### src/core/crd_defines.svh
// register window offsets, field masks and reset values
`ifndef CRD_DEFINES_SVH
`define CRD_DEFINES_SVH
`define CRD_WINDOW_BYTES 256
`define CRD_OFS_A_IN 8'h00
`define CRD_OFS_B_IN 8'h01
`define CRD_OFS_A_CTRL 8'h02
`define CRD_OFS_B_CTRL 8'h03
`define CRD_OFS_A_OUT 8'h04
`define CRD_OFS_B_OUT 8'h05
`define CRD_OFS_A_DIR 8'h06
`define CRD_OFS_B_DIR 8'h07
`define CRD_OFS_A_DRV 8'h08
`define CRD_OFS_B_DRV 8'h09
`define CRD_OFS_A_ICELL 8'h0a
`define CRD_OFS_B_ICELL 8'h0b
`define CRD_OFS_A_OE 8'h0c
`define CRD_OFS_B_OE 8'h0d
`define CRD_OFS_C_IN 8'h10
`define CRD_OFS_D_IN 8'h11
`define CRD_OFS_C_OUT 8'h12
`define CRD_OFS_D_OUT 8'h13
`define CRD_OFS_C_DIR 8'h14
`define CRD_OFS_D_DIR 8'h15
`define CRD_OFS_C_DRV 8'h16
`define CRD_OFS_D_DRV 8'h17
`define CRD_OFS_C_ICELL 8'h18
`define CRD_OFS_C_OE 8'h1a
`define CRD_OFS_D_OE 8'h1b
`define CRD_OFS_CELLS_AB 8'h20
`define CRD_OFS_CELLS_BC 8'h21
`define CRD_OFS_MASK_AB 8'h22
`define CRD_OFS_MASK_BC 8'h23
`define CRD_OFS_PWR_FIRST 8'hb0
`define CRD_OFS_PWR_SECOND 8'hb4
`define CRD_OFS_MAIN_LOCK 8'hc0
`define CRD_OFS_BOOT_LOCK 8'hc2
`define CRD_OFS_TEST_EN 8'hc7
`define CRD_OFS_PAGE 8'he0
`define CRD_OFS_SPACE 8'he2
`define CRD_AB_OPEN_DRAIN_MASK 8'hf0
`define CRD_AB_SLEW_MASK 8'h0f
`define CRD_SPACE_MAIN_PROG 0
`define CRD_SPACE_BOOT_PROG 1
`define CRD_SPACE_MAIN_DATA 2
`define CRD_SPACE_BOOT_DATA 3
`define CRD_REG_RESET 8'h00
`define CRD_UNMAPPED_READ 8'h00
`endif

### src/core/crd_pkg.sv
// types shared by the register window decode block
package crd_pkg;
    typedef logic [3:0][7:0] crd_port_t;

    typedef enum logic [1:0] {
        CRD_BUS_MUX_GENERIC = 2'h0,
        CRD_BUS_NON_MUX = 2'h1,
        CRD_BUS_PAGE_MODE = 2'h2
    } crd_bus_mode_t;

    typedef struct packed {
        logic [15:0] addr;
        logic [7:0] data;
        logic rd_n;
        logic wr_n;
        logic address_latch_strobe;
        logic chip_select_n;
        logic byte_lane_enable_n;
        logic psen_n;
    } crd_host_t;

    typedef struct packed {
        crd_bus_mode_t bus_mode;
        logic [7:0] window_base;
        logic chip_select_used;
        logic byte_lane_used;
        logic logic_clock_used;
    } crd_config_t;

    typedef struct packed {
        crd_host_t host;
        logic logic_clock_pin;
        crd_port_t pins;
    } crd_sync_t;

    typedef struct packed {
        crd_sync_t s1;
        crd_sync_t s2;
        logic wr_prev;
        logic ale_prev;
        logic lclk_prev;
        logic [15:0] lat_addr;
        logic [7:0] ctrl_a;
        logic [7:0] ctrl_b;
        crd_port_t out_v;
        crd_port_t dir;
        crd_port_t drv;
        crd_port_t pin_out;
        crd_port_t pin_oe;
        crd_port_t pin_fast;
        logic [7:0] cells_ab;
        logic [7:0] cells_bc;
        logic [7:0] mask_ab;
        logic [7:0] mask_bc;
        logic [7:0] pwr_first;
        logic [7:0] pwr_second;
        logic [7:0] test_en;
        logic [7:0] page;
        logic [7:0] space;
        logic [7:0] rdata;
        logic rd_oe;
        logic tick;
        logic [7:0] main_sel;
        logic [3:0] boot_sel;
        logic sram_sel;
        logic mem_pd;
    } crd_state_t;
endpackage

### src/core/crd_register_decode.sv
// register window decode, port pin logic and memory selects
`timescale 1ns/1ps
`include "crd_defines.svh"

module crd_register_decode #(
    parameter logic [2:0] BOOT_REGION = 3'h2,
    parameter logic [2:0] SRAM_REGION = 3'h3
) (
    input wire logic CLK_SYS,
    input wire logic RESET,
    input wire crd_pkg::crd_config_t CONFIG,
    input wire crd_pkg::crd_host_t HOST,
    output logic [7:0] HOST_DATA_OUT,
    output logic HOST_DATA_OE,
    input wire logic LOGIC_CLOCK_PIN,
    input wire crd_pkg::crd_port_t PORT_IN,
    output crd_pkg::crd_port_t PORT_OUT,
    output crd_pkg::crd_port_t PORT_OE,
    output crd_pkg::crd_port_t PORT_FAST,
    input wire crd_pkg::crd_port_t INPUT_CELLS,
    input wire logic [7:0] CELLS_AB_D,
    input wire logic [7:0] CELLS_BC_D,
    output logic [7:0] CELLS_AB,
    output logic [7:0] CELLS_BC,
    output logic LOGIC_CLOCK_TICK,
    input wire logic [7:0] MAIN_FLASH_LOCK,
    input wire logic [7:0] BOOT_FLASH_LOCK,
    output logic [7:0] POWER_CONTROL_FIRST,
    output logic [7:0] POWER_CONTROL_SECOND,
    output logic [7:0] TEST_PORT_ENABLE,
    output logic [7:0] MAIN_FLASH_SEL,
    output logic [3:0] BOOT_FLASH_SEL,
    output logic SRAM_SEL,
    output logic MEMORY_POWER_DOWN
);
    import crd_pkg::*;

    // main flash owns the upper half, so the other regions must sit low
    if (BOOT_REGION[2] || SRAM_REGION[2] || BOOT_REGION == SRAM_REGION) begin : g_bad_map
        $error("boot and sram regions must be distinct and below 3'h4");
    end

    crd_state_t st_reg;
    crd_state_t st_next;

    logic [15:0] acc_addr;
    logic cs_block;
    logic be_ok;
    logic win_hit;
    logic rd_hit;
    logic wr_rise;
    logic ale_fall;
    logic lclk_rise;
    logic [7:0] ofs;

    always_comb begin
        acc_addr = (st_reg.s2.host.address_latch_strobe == 1'b0 && CONFIG.bus_mode != CRD_BUS_NON_MUX)
            ? st_reg.lat_addr : st_reg.s2.host.addr;
        if (CONFIG.bus_mode != CRD_BUS_NON_MUX) begin
            acc_addr = st_reg.lat_addr;
        end
        ofs = acc_addr[7:0];
        cs_block = CONFIG.chip_select_used & st_reg.s2.host.chip_select_n;
        be_ok = ~CONFIG.byte_lane_used | ~st_reg.s2.host.byte_lane_enable_n;
        win_hit = (acc_addr[15:8] == CONFIG.window_base) & ~cs_block & be_ok;
        rd_hit = win_hit & ~st_reg.s2.host.rd_n;
        // write takes effect as the strobe returns high, when data is settled
        wr_rise = ~st_reg.wr_prev & st_reg.s2.host.wr_n & win_hit;
        ale_fall = st_reg.ale_prev & ~st_reg.s2.host.address_latch_strobe;
        lclk_rise = CONFIG.logic_clock_used & st_reg.s2.logic_clock_pin & ~st_reg.lclk_prev;
    end

    function automatic logic [7:0] read_mux(input crd_state_t s, input logic [7:0] o,
        input crd_port_t icell, input logic [7:0] mlock, input logic [7:0] block);
        logic [7:0] r;
        r = `CRD_UNMAPPED_READ;
        case (o)
            `CRD_OFS_A_IN: r = s.s2.pins[0];
            `CRD_OFS_B_IN: r = s.s2.pins[1];
            `CRD_OFS_C_IN: r = s.s2.pins[2];
            `CRD_OFS_D_IN: r = s.s2.pins[3];
            `CRD_OFS_A_CTRL: r = s.ctrl_a;
            `CRD_OFS_B_CTRL: r = s.ctrl_b;
            `CRD_OFS_A_OUT: r = s.out_v[0];
            `CRD_OFS_B_OUT: r = s.out_v[1];
            `CRD_OFS_C_OUT: r = s.out_v[2];
            `CRD_OFS_D_OUT: r = s.out_v[3];
            `CRD_OFS_A_DIR: r = s.dir[0];
            `CRD_OFS_B_DIR: r = s.dir[1];
            `CRD_OFS_C_DIR: r = s.dir[2];
            `CRD_OFS_D_DIR: r = s.dir[3];
            `CRD_OFS_A_DRV: r = s.drv[0];
            `CRD_OFS_B_DRV: r = s.drv[1];
            `CRD_OFS_C_DRV: r = s.drv[2];
            `CRD_OFS_D_DRV: r = s.drv[3];
            `CRD_OFS_A_ICELL: r = icell[0];
            `CRD_OFS_B_ICELL: r = icell[1];
            `CRD_OFS_C_ICELL: r = icell[2];
            `CRD_OFS_A_OE: r = s.pin_oe[0];
            `CRD_OFS_B_OE: r = s.pin_oe[1];
            `CRD_OFS_C_OE: r = s.pin_oe[2];
            `CRD_OFS_D_OE: r = s.pin_oe[3];
            `CRD_OFS_CELLS_AB: r = s.cells_ab;
            `CRD_OFS_CELLS_BC: r = s.cells_bc;
            `CRD_OFS_MASK_AB: r = s.mask_ab;
            `CRD_OFS_MASK_BC: r = s.mask_bc;
            `CRD_OFS_PWR_FIRST: r = s.pwr_first;
            `CRD_OFS_PWR_SECOND: r = s.pwr_second;
            `CRD_OFS_MAIN_LOCK: r = mlock;
            `CRD_OFS_BOOT_LOCK: r = block;
            `CRD_OFS_TEST_EN: r = s.test_en;
            `CRD_OFS_PAGE: r = s.page;
            `CRD_OFS_SPACE: r = s.space;
            default: r = `CRD_UNMAPPED_READ;
        endcase
        return r;
    endfunction

    always_comb begin
        logic [7:0] wd;
        logic [7:0] addr_a;
        logic [7:0] addr_b;
        logic [7:0] avail_a;
        logic [7:0] use_addr;
        logic [7:0] val;
        logic [7:0] en;
        logic [7:0] od;
        logic main_ok;
        logic boot_ok;
        logic prog;
        wd = '0;
        addr_a = '0;
        addr_b = '0;
        avail_a = '0;
        use_addr = '0;
        val = '0;
        en = '0;
        od = '0;
        main_ok = 1'b0;
        boot_ok = 1'b0;
        prog = 1'b0;
        st_next = st_reg;
        st_next.s1 = {HOST, LOGIC_CLOCK_PIN, PORT_IN};
        st_next.s2 = st_reg.s1;
        st_next.wr_prev = st_reg.s2.host.wr_n;
        st_next.ale_prev = st_reg.s2.host.address_latch_strobe;
        st_next.lclk_prev = st_reg.s2.logic_clock_pin;
        if (ale_fall) begin
            st_next.lat_addr = st_reg.s2.host.addr;
        end

        // logic clock loads the cells; a host write below overrides unmasked bits
        st_next.tick = lclk_rise;
        if (lclk_rise) begin
            st_next.cells_ab = CELLS_AB_D;
            st_next.cells_bc = CELLS_BC_D;
        end

        wd = st_reg.s2.host.data;
        if (wr_rise) begin
            case (ofs)
                `CRD_OFS_A_CTRL: st_next.ctrl_a = wd;
                `CRD_OFS_B_CTRL: st_next.ctrl_b = wd;
                `CRD_OFS_A_OUT: st_next.out_v[0] = wd;
                `CRD_OFS_B_OUT: st_next.out_v[1] = wd;
                `CRD_OFS_C_OUT: st_next.out_v[2] = wd;
                `CRD_OFS_D_OUT: st_next.out_v[3] = wd;
                `CRD_OFS_A_DIR: st_next.dir[0] = wd;
                `CRD_OFS_B_DIR: st_next.dir[1] = wd;
                `CRD_OFS_C_DIR: st_next.dir[2] = wd;
                `CRD_OFS_D_DIR: st_next.dir[3] = wd;
                `CRD_OFS_A_DRV: st_next.drv[0] = wd;
                `CRD_OFS_B_DRV: st_next.drv[1] = wd;
                `CRD_OFS_C_DRV: st_next.drv[2] = wd;
                `CRD_OFS_D_DRV: st_next.drv[3] = wd;
                `CRD_OFS_CELLS_AB: begin
                    st_next.cells_ab = (st_next.cells_ab & st_reg.mask_ab) | (wd & ~st_reg.mask_ab);
                end
                `CRD_OFS_CELLS_BC: begin
                    st_next.cells_bc = (st_next.cells_bc & st_reg.mask_bc) | (wd & ~st_reg.mask_bc);
                end
                `CRD_OFS_MASK_AB: st_next.mask_ab = wd;
                `CRD_OFS_MASK_BC: st_next.mask_bc = wd;
                `CRD_OFS_PWR_FIRST: st_next.pwr_first = wd;
                `CRD_OFS_PWR_SECOND: st_next.pwr_second = wd;
                `CRD_OFS_TEST_EN: st_next.test_en = wd;
                `CRD_OFS_PAGE: st_next.page = wd;
                `CRD_OFS_SPACE: st_next.space = wd;
                default: st_next.test_en = st_reg.test_en;
            endcase
        end

        // read data is registered; writes to read-only offsets fall to default
        st_next.rd_oe = rd_hit;
        st_next.rdata = rd_hit ? read_mux(st_reg, ofs, INPUT_CELLS, MAIN_FLASH_LOCK, BOOT_FLASH_LOCK)
            : st_reg.rdata;

        // address sources per host style, latched except on the non-mux bus
        case (CONFIG.bus_mode)
            CRD_BUS_MUX_GENERIC: begin
                addr_a = st_reg.lat_addr[7:0];
                addr_b = st_reg.lat_addr[7:0];
                avail_a = 8'hff;
            end
            CRD_BUS_NON_MUX: begin
                addr_b = st_reg.s2.host.addr[7:0];
                avail_a = 8'h00;
            end
            CRD_BUS_PAGE_MODE: begin
                addr_b = st_reg.lat_addr[15:8];
                avail_a = 8'h00;
            end
            default: begin
                avail_a = 8'h00;
            end
        endcase

        for (int p = 0; p < 4; p++) begin
            use_addr = (p == 0) ? (st_reg.ctrl_a & avail_a) : (p == 1) ? st_reg.ctrl_b : 8'h00;
            val = (use_addr & ((p == 0) ? addr_a : addr_b)) | (~use_addr & st_reg.out_v[p]);
            en = use_addr | st_reg.dir[p];
            od = (p < 2) ? (st_reg.drv[p] & `CRD_AB_OPEN_DRAIN_MASK) : st_reg.drv[p];
            st_next.pin_out[p] = val;
            // open drain only pulls low, so a high bit releases the pin
            st_next.pin_oe[p] = en & ~(od & val);
            st_next.pin_fast[p] = (p < 2) ? (st_reg.drv[p] & `CRD_AB_SLEW_MASK) : 8'h00;
        end

        // memory selects; the register window shadows memory
        prog = ~st_reg.s2.host.psen_n;
        main_ok = prog ? st_reg.space[`CRD_SPACE_MAIN_PROG] : st_reg.space[`CRD_SPACE_MAIN_DATA];
        boot_ok = prog ? st_reg.space[`CRD_SPACE_BOOT_PROG] : st_reg.space[`CRD_SPACE_BOOT_DATA];
        st_next.mem_pd = cs_block;
        st_next.main_sel = '0;
        st_next.boot_sel = '0;
        st_next.sram_sel = 1'b0;
        if (!cs_block && acc_addr[15:8] != CONFIG.window_base) begin
            if (acc_addr[15] && main_ok) begin
                st_next.main_sel = 8'h01 << st_reg.page[2:0];
            end
            if (acc_addr[15:13] == BOOT_REGION && boot_ok) begin
                st_next.boot_sel = 4'h1 << acc_addr[12:11];
            end
            if (acc_addr[15:13] == SRAM_REGION && !prog) begin
                st_next.sram_sel = 1'b1;
            end
        end
    end

    always_ff @(posedge CLK_SYS or posedge RESET) begin
        if (RESET) begin
            st_reg <= '0;
            // strobes start at their idle high level, so no false edge follows reset
            st_reg.wr_prev <= 1'b1;
            st_reg.s1.host.wr_n <= 1'b1;
            st_reg.s2.host.wr_n <= 1'b1;
            st_reg.s1.host.rd_n <= 1'b1;
            st_reg.s2.host.rd_n <= 1'b1;
        end else begin
            st_reg <= st_next;
        end
    end

    assign HOST_DATA_OUT = st_reg.rdata;
    assign HOST_DATA_OE = st_reg.rd_oe;
    assign PORT_OUT = st_reg.pin_out;
    assign PORT_OE = st_reg.pin_oe;
    assign PORT_FAST = st_reg.pin_fast;
    assign CELLS_AB = st_reg.cells_ab;
    assign CELLS_BC = st_reg.cells_bc;
    assign LOGIC_CLOCK_TICK = st_reg.tick;
    assign POWER_CONTROL_FIRST = st_reg.pwr_first;
    assign POWER_CONTROL_SECOND = st_reg.pwr_second;
    assign TEST_PORT_ENABLE = st_reg.test_en;
    assign MAIN_FLASH_SEL = st_reg.main_sel;
    assign BOOT_FLASH_SEL = st_reg.boot_sel;
    assign SRAM_SEL = st_reg.sram_sel;
    assign MEMORY_POWER_DOWN = st_reg.mem_pd;
endmodule

### config.mk
export PLATFORM = sky130hd
export DESIGN_NAME = crd_register_decode
export DESIGN_NICKNAME = d
export VERILOG_FILES = /design/src/core/crd_pkg.sv /design/src/core/crd_register_decode.sv
export VERILOG_INCLUDE_DIRS = /design/src /design/src/core
export SDC_FILE = /design/constraint.sdc
export NUM_CORES = 1
export LEC_CHECK = 0
export BUFFER_PORTS_ARGS = -buffer_cell sky130_fd_sc_hd__buf_2
export CAP_MARGIN = 30
export CORE_ASPECT_RATIO = 2
export CORE_MARGIN = 2
export CORE_UTILIZATION = 43
export DETAILED_ROUTE_END_ITERATION = 10
export HOLD_SLACK_MARGIN = 0.05
export PLACE_DENSITY = 0.63
export SLEW_MARGIN = 10
export SYNTH_ARGS = -nofsm -noshare
export SYNTH_HDL_FRONTEND = slang
export SYNTH_SLANG_ARGS = --single-unit
### constraint.sdc
create_clock -name CLK_SYS -period 17.86 [get_ports CLK_SYS]
set_input_delay 3.572 -clock CLK_SYS [delete_from_list [all_inputs] [get_ports CLK_SYS]]
set_output_delay 3.572 -clock CLK_SYS [all_outputs]
set_load 0.01 [all_outputs]
==> results.cfg <==
[critical_path]
crit_buf_inv = 1
cp-start-kind = primary input
crit_type = in -> reg
critPathCaptureType = flop
crit_slowest_cell = nor2b_1
max_stage_delay_ns = 1.02
worst_ep_required_time_ns = 18.28
crit_fanout = 33
cp_cell_sequence = buf_2, nor2b_2, o221ai_1, a221oi_1, and4_1, nand4_4, nor2b_1, mux2_2
critPathArrivalTime_ns = 7.77
crit_family = simple AND/OR/NAND/NOR gates

[placed_design]
port_buffers = 269
dpl_cell_area_sq_mm = 0.0195
place.gp.congestion = 0.934
dp_hpwl_um = 43600

[timing]
slew_headroom_pct = 30.2
skew_ns = 0.0200
worst_pin_slew_ns = 1.05
fin_hold_ws_ns = 0.345
setup_viol = 0
fin_crit_ns = 7.35
slew_violations = 0
finalSetupTns_ns = 0
fin_crit_sh_pct = 41.1
rsz0062_at_grt = false
final_hold_viol_count = 0
fmax_mhz = 136

[routing]
met3_length_um = 4460
wirelength_um = 59900
drt_first_pass_iters = 5
wl_met1_um = 22400
remaining_drc_errors = 0
vias = 12800
drt_iter0_drc = 1087
top_layer = met4
wl_per_cell_um = 27.0
routed_via_density = 5.79
met2_length_um = 30100
detail-route-antenna-nets = 0

[power_and_ir_drop]
p_comb_share_pct = 7.7
swShare_pct = 25.6
p_int_mw = 1.50
powerDensity_mw_per_mm2 = 96.9
pwr-share-seq_pct = 50.4
ir_worst_vdd_mv = 0.0804
leakagePower_nw = 10.1
p_total_mw = 2.02
p_clk_share_pct = 42.0
power.switching_mw = 0.517

[global_routing]
grt-ovfl-total = 0
grt_usage_pct = 27.1
grt_max_degree = 154
grt_pass1_vias = 12800
antenna_found_initial = 0
grt_pass1_wl_um = 87200

[logic_synthesis]
ys.warnings.count = 0
ys_seq_area_share_pct = 58.0
synthCells = 1482
ys_async_sr_fraction_pct = 100
avgSynthCellArea_sq_um = 12.4
yosys_register_bits = 425
yosys_most_used_dff = dfrtp_1
syn-cell-area_sq_mm = 0.0184
ys_types = 65
synth-edff-count = 0

[clocking]
cts_root_buf = clkbuf_16
cts.sinks = 425
path_clk_slew_ns = 0.07
postCtsResizedCells = 0
ctsLongestPathBuffers = 3
clock_latency_ns = 0.55
cts_tree = done
cts_made_buffers = 39
postCtsSetupBuffers = 0
cts-htree-levels = 2
postCtsHoldBufs = 0

[run_status]
status = complete, no violations

[final_layout]
fin_area_sq_mm = 0.0208
fillCellCount = 3903
final_cell_mix = dfrtp_1, buf_2, mux2_2, nand2_1, a22oi_1
area_delta_synth_final_pct = 13.4
largest_reg_flops = 199
final_common_cell = dfrtp_1
final_util_pct = 49.2
num_antenna_cells = 0
nNetsFinal = 1787
layout-drive-gt1-share_pct = 38.3

[floorplan]
num_rows = 107
start_util_pct = 43.4
die_h_um = 296
core_sq_mm = 0.0423
die_area_sq_mm = 0.0445
die-width_um = 150
pin_count = 302

[min_path]
worstHoldPathType = reg -> reg

[run]
max-cap-violations = 0
-- final cells by class --
class | count | area (sq um) | share of cell area [%]
clock inverters | 16 | 150 | 0.721
repair buffers | 322 | 1800 | 8.64
multi-input cells | 832 | 6330 | 30.4
well taps | 545 | 682 | 3.28
clock buffers | 51 | 1110 | 5.35
inverters | 25 | 101 | 0.487
flip-flops and latches | 425 | 10600 | 51.1
-- worst reg2reg max path: stages (launching register included) --
cell and delay [ns]:
dfrtp_1 0.46, or4b_2 0.75, o31a_2 0.30, nor4_4 0.91, nor2b_1 0.76, mux2_2 0.43
-- cell usage after synthesis (15+ instances only) --
cell	n	area, sq um
nor2b_1	17	106
nor3_1	23	115
dfrtp_1	420	10500
mux2_2	196	2210
nor4_2	16	200
buf_4	160	1200
a21boi_0	16	120
nand3_1	32	160
mux2i_1	16	160
buf_2	23	115
a21oi_1	30	150
a32oi_1	15	131
clkbuf_1	35	131
nor4_1	25	156
nand2_1	120	450
o21ai_0	20	100
inv_1	24	90.1
a22oi_1	95	713
nand4_1	21	131
nor2_1	44	165
-- metal layers --
| metal | global-route usage, % | up-vias |
|---|---|---|
| met5 | 0 | - |
| met4 | 11.8 | 0 |
| met3 | 4.17 | 135 |
| met2 | 46.1 | 657 |
| met1 | 34.0 | 6528 |
| li1 | - | 5520 |
-- logic make-up after synthesis --
kind of cell	share of synthesized area (%)
flops	58.0
simple gates	10.5
buf+inv	8.62
compound gates	9.58
mux	13.0
xor+xnor	0.286
other cells	0.0204
-- power groups by stage --
| stage | sequential (mW) | combinational (mW) | clock [mW] |
|---|---|---|---|
| after global routing | 1.02 | 0.168 | 0.904 |
| after detailed placement | 1.03 | 0.154 | 0 |
| after floorplan | 1.02 | 0.104 | 0 |
| after global placement | 1.03 | 0.149 | 0 |
| after CTS | 1.02 | 0.154 | 0.866 |
| final | 1.02 | 0.154 | 0.846 |
-- worst paths after layout --
| kind | from | depth (start not counted) | endpoint | slack (ns) |
|---|---|---|---|---|
| worst max-delay path | CONFIG[11] | 8 | st_reg[264]$_DFFE_PP0P_ | 10.51 |
| worst min-delay path | st_next[359]$_DFF_PP0_ | 0 | st_next[321]$_DFF_PP0_ | 0.34 |
| worst max register to register | st_reg[370]$_DFF_PP0_ | 5 | st_reg[257]$_DFFE_PP0P_ | 14.15 |
| worst min register to register | st_next[359]$_DFF_PP0_ | 0 | st_next[321]$_DFF_PP0_ | 0.34 |
| max in group asynchronous | RESET | 5 | st_reg[233]$_DFFE_PP0P_ | 13.31 |
| min in group asynchronous | RESET | 2 | st_next[369]$_DFF_PP0_ | 3.03 |
-- metrics by stage --
stage	instances	worst slack (ns)
floorplan	1505	2.46
global placement	2138	9.95
detailed placement	2146	10.01
CTS	2213	10.58
global route	2216	10.29
finish	2216	10.51
No activity file was read; power rests on OpenSTA's default activity.
